File: src/rtl/rops_pkg.sv
package rops_pkg;

  // bus and field geometry
  localparam int DATA_W    = 16;
  localparam int ADDR_W    = 3;
  localparam int SEL_W     = 5;
  localparam int PIN_COUNT = 9;
  localparam int FUNC_MAX  = 32;

  // register word offsets
  localparam logic [ADDR_W-1:0] ADDR_MAP2 = 3'h0;
  localparam logic [ADDR_W-1:0] ADDR_MAP3 = 3'h1;
  localparam logic [ADDR_W-1:0] ADDR_MAP4 = 3'h2;
  localparam logic [ADDR_W-1:0] ADDR_MAP5 = 3'h3;
  localparam logic [ADDR_W-1:0] ADDR_MAP6 = 3'h4;

  // field positions inside a register word
  localparam int FIELD_LO_LSB = 0;
  localparam int FIELD_HI_LSB = 8;

  // values after reset, and the port selection code
  localparam logic [SEL_W-1:0]  SEL_RESET  = 5'h00;
  localparam logic [DATA_W-1:0] WORD_ZERO  = 16'h0000;
  localparam logic [SEL_W-1:0]  SEL_PORT   = 5'h00;

  // slot of each remappable pin in the pin vectors
  localparam int PIN_4_IDX  = 0;
  localparam int PIN_5_IDX  = 1;
  localparam int PIN_6_IDX  = 2;
  localparam int PIN_7_IDX  = 3;
  localparam int PIN_8_IDX  = 4;
  localparam int PIN_9_IDX  = 5;
  localparam int PIN_10_IDX = 6;
  localparam int PIN_11_IDX = 7;
  localparam int PIN_13_IDX = 8;

endpackage

File: src/rtl/rops_output_select.sv
`timescale 1ns/1ps
// Functional notes
// - a nonzero 5-bit field below FUNC_COUNT routes the numbered peripheral output to its pin
// - second map register bits 4-0 select the function for pin 4
// - second map register bits 12-8 select the function for pin 5
// - third map register bits 4-0 select the function for pin 6
// - third map register bits 12-8 select the function for pin 7
// - fourth map register bits 4-0 select the function for pin 8
// - fourth map register bits 12-8 select the function for pin 9
// - fifth map register bits 4-0 select the function for pin 10
// - fifth map register bits 12-8 select the function for pin 11
// - sixth map register bits 12-8 select pin 13; no pin 12 field
// - unimplemented bits, and the sixth register's low byte, read zero
// - mapping bits are read/write and clear to zero at reset
module rops_output_select
  import rops_pkg::*;
#(
  parameter int FUNC_COUNT = FUNC_MAX
) (
  input  wire logic                  sys_clk,
  input  wire logic                  rst,
  input  wire logic [ADDR_W-1:0]     regAddr,
  input  wire logic [DATA_W-1:0]     regWrData,
  input  wire logic                  regWrEn,
  input  wire logic                  regRdEn,
  output logic      [DATA_W-1:0]     regRdData_reg,
  input  wire logic [FUNC_COUNT-1:0] periphOut,
  input  wire logic [PIN_COUNT-1:0]  portOut,
  output logic      [PIN_COUNT-1:0]  remapPinOut,
  output logic      [PIN_COUNT-1:0]  remapPinActive
);

  logic [SEL_W-1:0]     selReg   [PIN_COUNT];
  logic [SEL_W-1:0]     selNext  [PIN_COUNT];
  logic [PIN_COUNT-1:0] fieldWe;
  logic [SEL_W-1:0]     wrLo;
  logic [SEL_W-1:0]     wrHi;
  logic                 map2Hit;
  logic                 map3Hit;
  logic                 map4Hit;
  logic                 map5Hit;
  logic                 map6Hit;
  logic [DATA_W-1:0]    map2Word;
  logic [DATA_W-1:0]    map3Word;
  logic [DATA_W-1:0]    map4Word;
  logic [DATA_W-1:0]    map5Word;
  logic [DATA_W-1:0]    map6Word;
  logic [DATA_W-1:0]    rdWord;
  logic [DATA_W-1:0]    rdData_next;

  // address decode
  assign map2Hit = (regAddr == ADDR_MAP2);
  assign map3Hit = (regAddr == ADDR_MAP3);
  assign map4Hit = (regAddr == ADDR_MAP4);
  assign map5Hit = (regAddr == ADDR_MAP5);
  assign map6Hit = (regAddr == ADDR_MAP6);

  // only the field bits of the write word are taken
  assign wrLo = regWrData[FIELD_LO_LSB +: SEL_W];
  assign wrHi = regWrData[FIELD_HI_LSB +: SEL_W];

  assign fieldWe[PIN_4_IDX]  = regWrEn && map2Hit;
  assign fieldWe[PIN_5_IDX]  = regWrEn && map2Hit;
  assign fieldWe[PIN_6_IDX]  = regWrEn && map3Hit;
  assign fieldWe[PIN_7_IDX]  = regWrEn && map3Hit;
  assign fieldWe[PIN_8_IDX]  = regWrEn && map4Hit;
  assign fieldWe[PIN_9_IDX]  = regWrEn && map4Hit;
  assign fieldWe[PIN_10_IDX] = regWrEn && map5Hit;
  assign fieldWe[PIN_11_IDX] = regWrEn && map5Hit;
  // pin 13 high field, low byte unused
  assign fieldWe[PIN_13_IDX] = regWrEn && map6Hit;

  // next field values, low or high lane
  assign selNext[PIN_4_IDX]  = fieldWe[PIN_4_IDX]  ? wrLo
                                                   : selReg[PIN_4_IDX];
  assign selNext[PIN_5_IDX]  = fieldWe[PIN_5_IDX]  ? wrHi
                                                   : selReg[PIN_5_IDX];
  assign selNext[PIN_6_IDX]  = fieldWe[PIN_6_IDX]  ? wrLo
                                                   : selReg[PIN_6_IDX];
  assign selNext[PIN_7_IDX]  = fieldWe[PIN_7_IDX]  ? wrHi
                                                   : selReg[PIN_7_IDX];
  assign selNext[PIN_8_IDX]  = fieldWe[PIN_8_IDX]  ? wrLo
                                                   : selReg[PIN_8_IDX];
  assign selNext[PIN_9_IDX]  = fieldWe[PIN_9_IDX]  ? wrHi
                                                   : selReg[PIN_9_IDX];
  assign selNext[PIN_10_IDX] = fieldWe[PIN_10_IDX] ? wrLo
                                                   : selReg[PIN_10_IDX];
  assign selNext[PIN_11_IDX] = fieldWe[PIN_11_IDX] ? wrHi
                                                   : selReg[PIN_11_IDX];
  assign selNext[PIN_13_IDX] = fieldWe[PIN_13_IDX] ? wrHi
                                                   : selReg[PIN_13_IDX];

  // fields clear at reset, load on write
  always_ff @(posedge sys_clk) begin
    for (int i = 0; i < PIN_COUNT; i++) begin
      selReg[i] <= rst ? SEL_RESET : selNext[i];
    end
  end

  // read words with unimplemented bits at zero
  assign map2Word = {3'h0, selReg[PIN_5_IDX], 3'h0, selReg[PIN_4_IDX]};
  assign map3Word = {3'h0, selReg[PIN_7_IDX], 3'h0, selReg[PIN_6_IDX]};
  assign map4Word = {3'h0, selReg[PIN_9_IDX], 3'h0, selReg[PIN_8_IDX]};
  assign map5Word = {3'h0, selReg[PIN_11_IDX], 3'h0, selReg[PIN_10_IDX]};
  assign map6Word = {3'h0, selReg[PIN_13_IDX], 8'h00};

  // read select; unmapped offsets read zero
  always_comb begin
    if (map2Hit) begin
      rdWord = map2Word;
    end else if (map3Hit) begin
      rdWord = map3Word;
    end else if (map4Hit) begin
      rdWord = map4Word;
    end else if (map5Hit) begin
      rdWord = map5Word;
    end else if (map6Hit) begin
      rdWord = map6Word;
    end else begin
      rdWord = WORD_ZERO;
    end
  end

  assign rdData_next = regRdEn ? rdWord : WORD_ZERO;

  // read data valid only the cycle after the strobe
  always_ff @(posedge sys_clk) begin
    if (rst) begin
      regRdData_reg <= WORD_ZERO;
    end else begin
      regRdData_reg <= rdData_next;
    end
  end

  // one output stage per remappable pin
  for (genvar p = 0; p < PIN_COUNT; p++) begin : g_pin
    rops_pin_mux #(
      .FUNC_COUNT (FUNC_COUNT)
    ) u_mux (
      .sys_clk         (sys_clk),
      .rst             (rst),
      .selCode         (selReg[p]),
      .periphOut       (periphOut),
      .portOut         (portOut[p]),
      .pinOut_reg      (remapPinOut[p]),
      .pinRemapped_reg (remapPinActive[p])
    );
  end
endmodule

File: src/rtl/rops_pin_mux.sv
`timescale 1ns/1ps
module rops_pin_mux
  import rops_pkg::*;
#(
  parameter int FUNC_COUNT = FUNC_MAX
) (
  input  wire logic                  sys_clk,
  input  wire logic                  rst,
  input  wire logic [SEL_W-1:0]      selCode,
  input  wire logic [FUNC_COUNT-1:0] periphOut,
  input  wire logic                  portOut,
  output logic                       pinOut_reg,
  output logic                       pinRemapped_reg
);

  logic funcHit;
  logic pinOut_next;

  // zero or unknown number keeps port control
  assign funcHit = (selCode != SEL_PORT) &&
                   (int'(selCode) < FUNC_COUNT);
  assign pinOut_next = funcHit ? periphOut[selCode] : portOut;

  always_ff @(posedge sys_clk) begin
    if (rst) begin
      pinOut_reg      <= 1'b0;
      pinRemapped_reg <= 1'b0;
    end else begin
      pinOut_reg      <= pinOut_next;
      pinRemapped_reg <= funcHit;
    end
  end
endmodule

File: config.mk
export PLATFORM = sky130hd
export DESIGN_NAME = rops_output_select
export DESIGN_NICKNAME = d
export VERILOG_FILES = /design/src/rtl/rops_pkg.sv /design/src/rtl/rops_output_select.sv /design/src/rtl/rops_pin_mux.sv
export SDC_FILE = /design/constraint.sdc
export NUM_CORES = 1
export LEC_CHECK = 0
export BUFFER_PORTS_ARGS = -buffer_cell sky130_fd_sc_hd__buf_2
export CORE_UTILIZATION = 50
export CTS_CLUSTER_DIAMETER = 120
export DETAILED_ROUTE_END_ITERATION = 16
export PLACE_DENSITY_LB_ADDON = 0.1
export SLEW_MARGIN = 5
export SYNTH_ARGS = -nofsm -noshare
export SYNTH_HDL_FRONTEND = slang
export SYNTH_SLANG_ARGS = --single-unit
File: constraint.sdc
create_clock -name sys_clk -period 2 [get_ports sys_clk]
set_clock_uncertainty 0.1 [all_clocks]
set_input_delay 0.4 -clock sys_clk [delete_from_list [all_inputs] [get_ports sys_clk]]
set_output_delay 0.4 -clock sys_clk [all_outputs]
set_load 0.05 [all_outputs]
* Word-level counts from Yosys, hierarchy flattened
Memory sizes are Yosys's and may differ from the RTL's. Index checks and enable logic that the tools add are counted.
Word-level totals: register bits 34, RAM bits 45, input port bits 64, output and inout port bits 34, word-level logic and storage cells 102, memories 1
Memory list:
- selReg | depth 9, width 5, read ports 9, clocked after memory_dff 0, write ports 9, RTL line rops_output_select.sv:33 | logic [SEL_W-1:0] selReg [PIN_COUNT];
Cells by class: order comparisons 9, equal/unequal tests 4, multiplexer cells 50, bitwise logic cells 1, reduce and logical (&&, ||, !) cells 17
Operators with widths (number):
- $mux W5 | 18
- $mux W13 | 5
- $lt A5 B6 Y1 const B | 9
- $bmux W1 S5 | 9
- $reduce_bool A5 Y1 | 9
- $mux W1 | 18
- $eq A3 B2 Y1 const B | 2
- $reduce_or A6 Y1 | 1
- $logic_and A1 B1 Y1 | 5
- $eq A3 B1 Y1 const B | 1
- $eq A3 B3 Y1 const B | 1
- $logic_not A3 Y1 | 1
- $reduce_or A2 Y1 | 1
- $not A1 Y1 | 1

* Longest topological paths before layout
depth in word-level cells 6, gate-level depth with buffers 7, gate-level depth less buffers 5

* Hierarchy
A second synthesis with hierarchy kept.
Second synthesis, totals: cell total of the unflattened synthesis 559, area, all modules 5721.7 µm²
By module, submodules not included:
- rops_pin_mux | times used 9, cells an instance 32, area an instance 374.1 µm², sequential area each 40.0 µm²
- rops_output_select | times used 1, cells an instance 271, area an instance 2354.8 µm², sequential area each 1101.1 µm²

* Least setup slack after synthesis
Ideal clock, no wire load.
path type input to register, from input periphOut[23], to register g_pin[1].u_mux.pinOut_reg, library setup time 121 ps, arrival time 1444 ps, data required time 1779 ps, path slack 335 ps, stages on the path 6, buffers on the path 1, path through clkbuf_1 > mux4_2 > nor2b_1 > o41ai_1 > o2111ai_1 > nand2_1
Between the ends: cells in the longest elaborated chain, start to end 3
Ends and longest elaborated chain:
- from (decl) | RTL line rops_output_select.sv:27 | input wire logic [FUNC_COUNT-1:0] periphOut,
- $bmux W1 S5 | RTL line rops_pin_mux.sv:22 | assign pinOut_next = funcHit ? periphOut[selCode] : portOut;
- $mux W1 (implied by the code) | RTL line rops_pin_mux.sv:22
- $mux W1 | RTL line rops_pin_mux.sv:22
- to (signal assigned) | RTL line rops_pin_mux.sv:29 | pinOut_reg <= pinOut_next;
- to (decl) | RTL line rops_pin_mux.sv:12 | output logic pinOut_reg,
No other way between the ends. The select of a mux whose other input is x is not followed. A chain may end at the register's enable or synchronous reset.

==> impl_results.md <==
- Initial DRC count: 474
- Commonest non-fill, non-tap cells in the layout: 131 x nand2_1, 85 x buf_2, 66 x dfxtp_1
- Internal power: 3.06 mW
- Mean post-synth cell area: 9.48 um2
- I/O Pins: 98
- Worst r2r src: selReg[0][5]$_SDFFE_PP0P_
- Crit path max-delay cell type: mux4_2
- Post-CTS Hold Buffers: 0
- First-pass GRT wire length: 28,400 um
- Largest net degree at the start of global routing: 26
- Worst-path clk slew: 60 ps
- Cell area power density: 641 nW/um2
- Final Wtd Congestion: 0.918
- Worst Hold End: g_pin[1].u_mux.pinOut_reg$_SDFF_PP0_
- Register share of total power: 0.367
- Critical path type: flip-flop to flip-flop
- Share of cells above drive strength 1: 0.269
- CP Buf/Inv Count: 0
- Reg-to-reg setup timing slack: 90 ps
- Row cnt: 39
- Worst-Skew Late Latency: 340 ps
- Switch Pwr: 1.18 mW
- Die area: 12,200 um2
- Register area share after synthesis: 0.249
- Hold Startpoint: portOut[1]
- Worst Path Arrival: 2030 ps
- Antenna Violating Nets Remaining: 0
- Capturing point of the worst reg2reg path: g_pin[1].u_mux.pinOut_reg$_SDFF_PP0_
- Drt drc: 0
- Final HPWL DP: 13,200 um
- Yosys warnings: 0
- CP Capture Type: flip-flop
- Setup crit start kind: flip-flop
- Max Cap Viol: 0
- Initial antenna violation count: 0
- Setup violators final: 0
- CTS tree: yes
- Nets: 750
- WP data required: 2110 ps
- Sw Ratio: 0.279
- Commonest non-fill, non-tap cell in the layout: nand2_1
- Pleak: 2.43 nW
- Root Buffer: clkbuf_16
- Mapped Area: 5880 um2
- Hold_ws: 195 ps
- Crit Path Max Fanout: 8
- WL/cell: 22.0 um
- Period utilisation layout: 0.956
- CTS Buffer Depth: 2
- Average vias per placed instance: 6.40
- CTS H-Tree Depth: 3
- Clk pwr share: 0.437
- CORE AREA: 11,400 um2
- Post-Synthesis Cells: 620
- CP delay by family, top: multiplexers
- Clock sinks: 73
- HP Class: input port to flip-flop
- Inserted Clock Buffers: 9
- Post-CTS Setup Bufs: 0
- Worst Hold Depth: 3
- GRT Resource Usage Total: 0.303
- Worst vdd ir: 0.000548 V
- Pins Over Slew Limit: 0
- Critical path's largest stage delay: 530 ps
- Number of library cell types mapped by synthesis: 42
- Final hold viol count: 0
- Grt ovf: 0
- Die Wd: 110 um
- RSZ-0062 raised after global routing: no
- #FFs+latches synth: 73
- Max FFs per register: 45
- Via Count: 5,341
- Fin util: 0.579
- Worst path cell trace: mux4_2 -> mux2i_1 -> nor2b_1 -> o2111ai_1 -> nand2_1
- Area delta synth->final: 12.5%
- DRT Wirelength: 18,400 um
- Final min period: 1910 ps
- Max Freq: 0.523 GHz
- Reg2reg path depth: 5
- Initial Utilization: 0.515
- Initial DRT Pass Iterations: 7
- Status: completed
- Port Buffer Count: 85
- Ant. Diodes: 0
- Comb pwr share: 0.197
- Number of global-route vias before repair: 5,031
- Die Ht: 110 um
==> cell families (layout without fill, tap and decap cells) <==
logic type | Yosys count | after routing | share of synthesized area
muxes | 114 | 114 | 0.334
DFF | 73 | 73 | 0.249
buffers and inverters | 89 | 155 | 0.111
and+or+nand+nor | 247 | 247 | 0.201
AOI/OAI and AO/OA | 96 | 96 | 0.105
other | 1 | 6 | 0.000638
==> routing by layer <==
layer / track usage / routed length (um)
met5: 0 / 0
met2: 0.451 / 8210
met4: 0.0924 / 336
met3: 0.0499 / 1720
met1: 0.450 / 8100
==> worst register-to-register path, delay by kind of cell, from the launching register on <==
family           cells  cell delay, ps
multiplexers         2             760
flip-flops           1             470
AO/OA/AOI/OAI        1             300
AND/OR/NAND/NOR      2             160
==> power by group through the flow <==
stage / logic [mW] / registers [mW] / clock network [mW]
floorplan: 0.609 / 1.56 / 0
global placement: 0.805 / 1.58 / 0
detailed placement: 0.816 / 1.58 / 0
CTS: 0.818 / 1.55 / 1.87
global route: 0.885 / 1.56 / 1.94
finish: 0.833 / 1.55 / 1.85
==> layout make-up <==
class / instances / area [um2]
clock buffers: 11 / 233
clock inverters: 5 / 104
fillers: 1025 / 4810
inverters: 8 / 30.0
multi-input cells: 463 / 3800
flip-flops and latches: 73 / 1470
well taps: 143 / 179
repair buffers: 131 / 796
==> stage by stage <==
stage,std cells,setup WS [ps],total power [mW],instance area [um2],setup TNS [ps]
6_report,834,87.2,4.24,6610,0
3_5_place_dp,818,-35.2,2.40,6250,-37.3
5_1_grt,834,10.6,4.38,6610,0
3_3_place_gp,818,32.9,2.39,6250,0
4_1_cts,834,23.8,4.24,6590,0
2_1_floorplan,625,335,2.17,5900,0
==> cell usage after synthesis <==
| cell type | count | area, um2 |
|---|---|---|
| a2111oi_0 | 9 | 78.8 |
| a211oi_1 | 1 | 7.51 |
| a21oi_1 | 46 | 230 |
| a221oi_1 | 8 | 70.1 |
| a22oi_1 | 8 | 60.1 |
| a311oi_1 | 8 | 70.1 |
| and3b_1 | 1 | 8.76 |
| buf_1 | 2 | 7.51 |
| buf_12 | 7 | 140 |
| buf_2 | 11 | 55.1 |
| buf_4 | 27 | 203 |
| buf_6 | 10 | 113 |
| buf_8 | 1 | 15.0 |
| clkbuf_1 | 22 | 82.6 |
| clkbuf_2 | 1 | 5.00 |
| conb_1 | 1 | 3.75 |
| dfxtp_1 | 73 | 1460 |
| inv_1 | 8 | 30.0 |
| mux2_2 | 1 | 11.3 |
| mux2i_1 | 56 | 561 |
| mux4_1 | 29 | 762 |
| mux4_2 | 28 | 631 |
| nand2_1 | 131 | 492 |
| nand2b_1 | 11 | 68.8 |
| nand3_1 | 9 | 45.0 |
| nand3b_1 | 20 | 150 |
| nand4_1 | 8 | 50.1 |
| nor2_1 | 35 | 131 |
| nor2_2 | 1 | 6.26 |
| nor2b_1 | 14 | 87.6 |
| nor3b_1 | 4 | 30.0 |
| nor3b_4 | 1 | 18.8 |
| nor4b_1 | 1 | 8.76 |
| nor4bb_1 | 1 | 10.0 |
| o2111ai_1 | 1 | 8.76 |
| o21ai_1 | 8 | 40.0 |
| o22a_1 | 2 | 17.5 |
| o22ai_1 | 4 | 25.0 |
| o41ai_1 | 1 | 8.76 |
| or2_1 | 1 | 6.26 |
| or2_2 | 1 | 6.26 |
| or4_1 | 8 | 60.1 |
==> worst max path at each step <==
stage / from / to / slack (ps) / depth (start not counted)
after floorplan: periphOut[23] / g_pin[1].u_mux.pinOut_reg$_SDFF_PP0_ / 330 / 6
after global placement: selReg[0][5]$_SDFFE_PP0P_ / g_pin[1].u_mux.pinOut_reg$_SDFF_PP0_ / 30 / 5
after detailed placement: selReg[0][15]$_SDFFE_PP0P_ / g_pin[3].u_mux.pinOut_reg$_SDFF_PP0_ / -40 / 6
after CTS: selReg[0][10]$_SDFFE_PP0P_ / g_pin[2].u_mux.pinOut_reg$_SDFF_PP0_ / 20 / 5
after global routing: selReg[0][5]$_SDFFE_PP0P_ / g_pin[1].u_mux.pinOut_reg$_SDFF_PP0_ / 10 / 6
final: selReg[0][5]$_SDFFE_PP0P_ / g_pin[1].u_mux.pinOut_reg$_SDFF_PP0_ / 90 / 5
==> what timing repair did <==
item / in CTS / in global routing
setup endpoints to repair: 2 / 7
pin swaps: 0 / 1
gates resized for setup: 2 / 11
(Power assumes the default switching activity.)
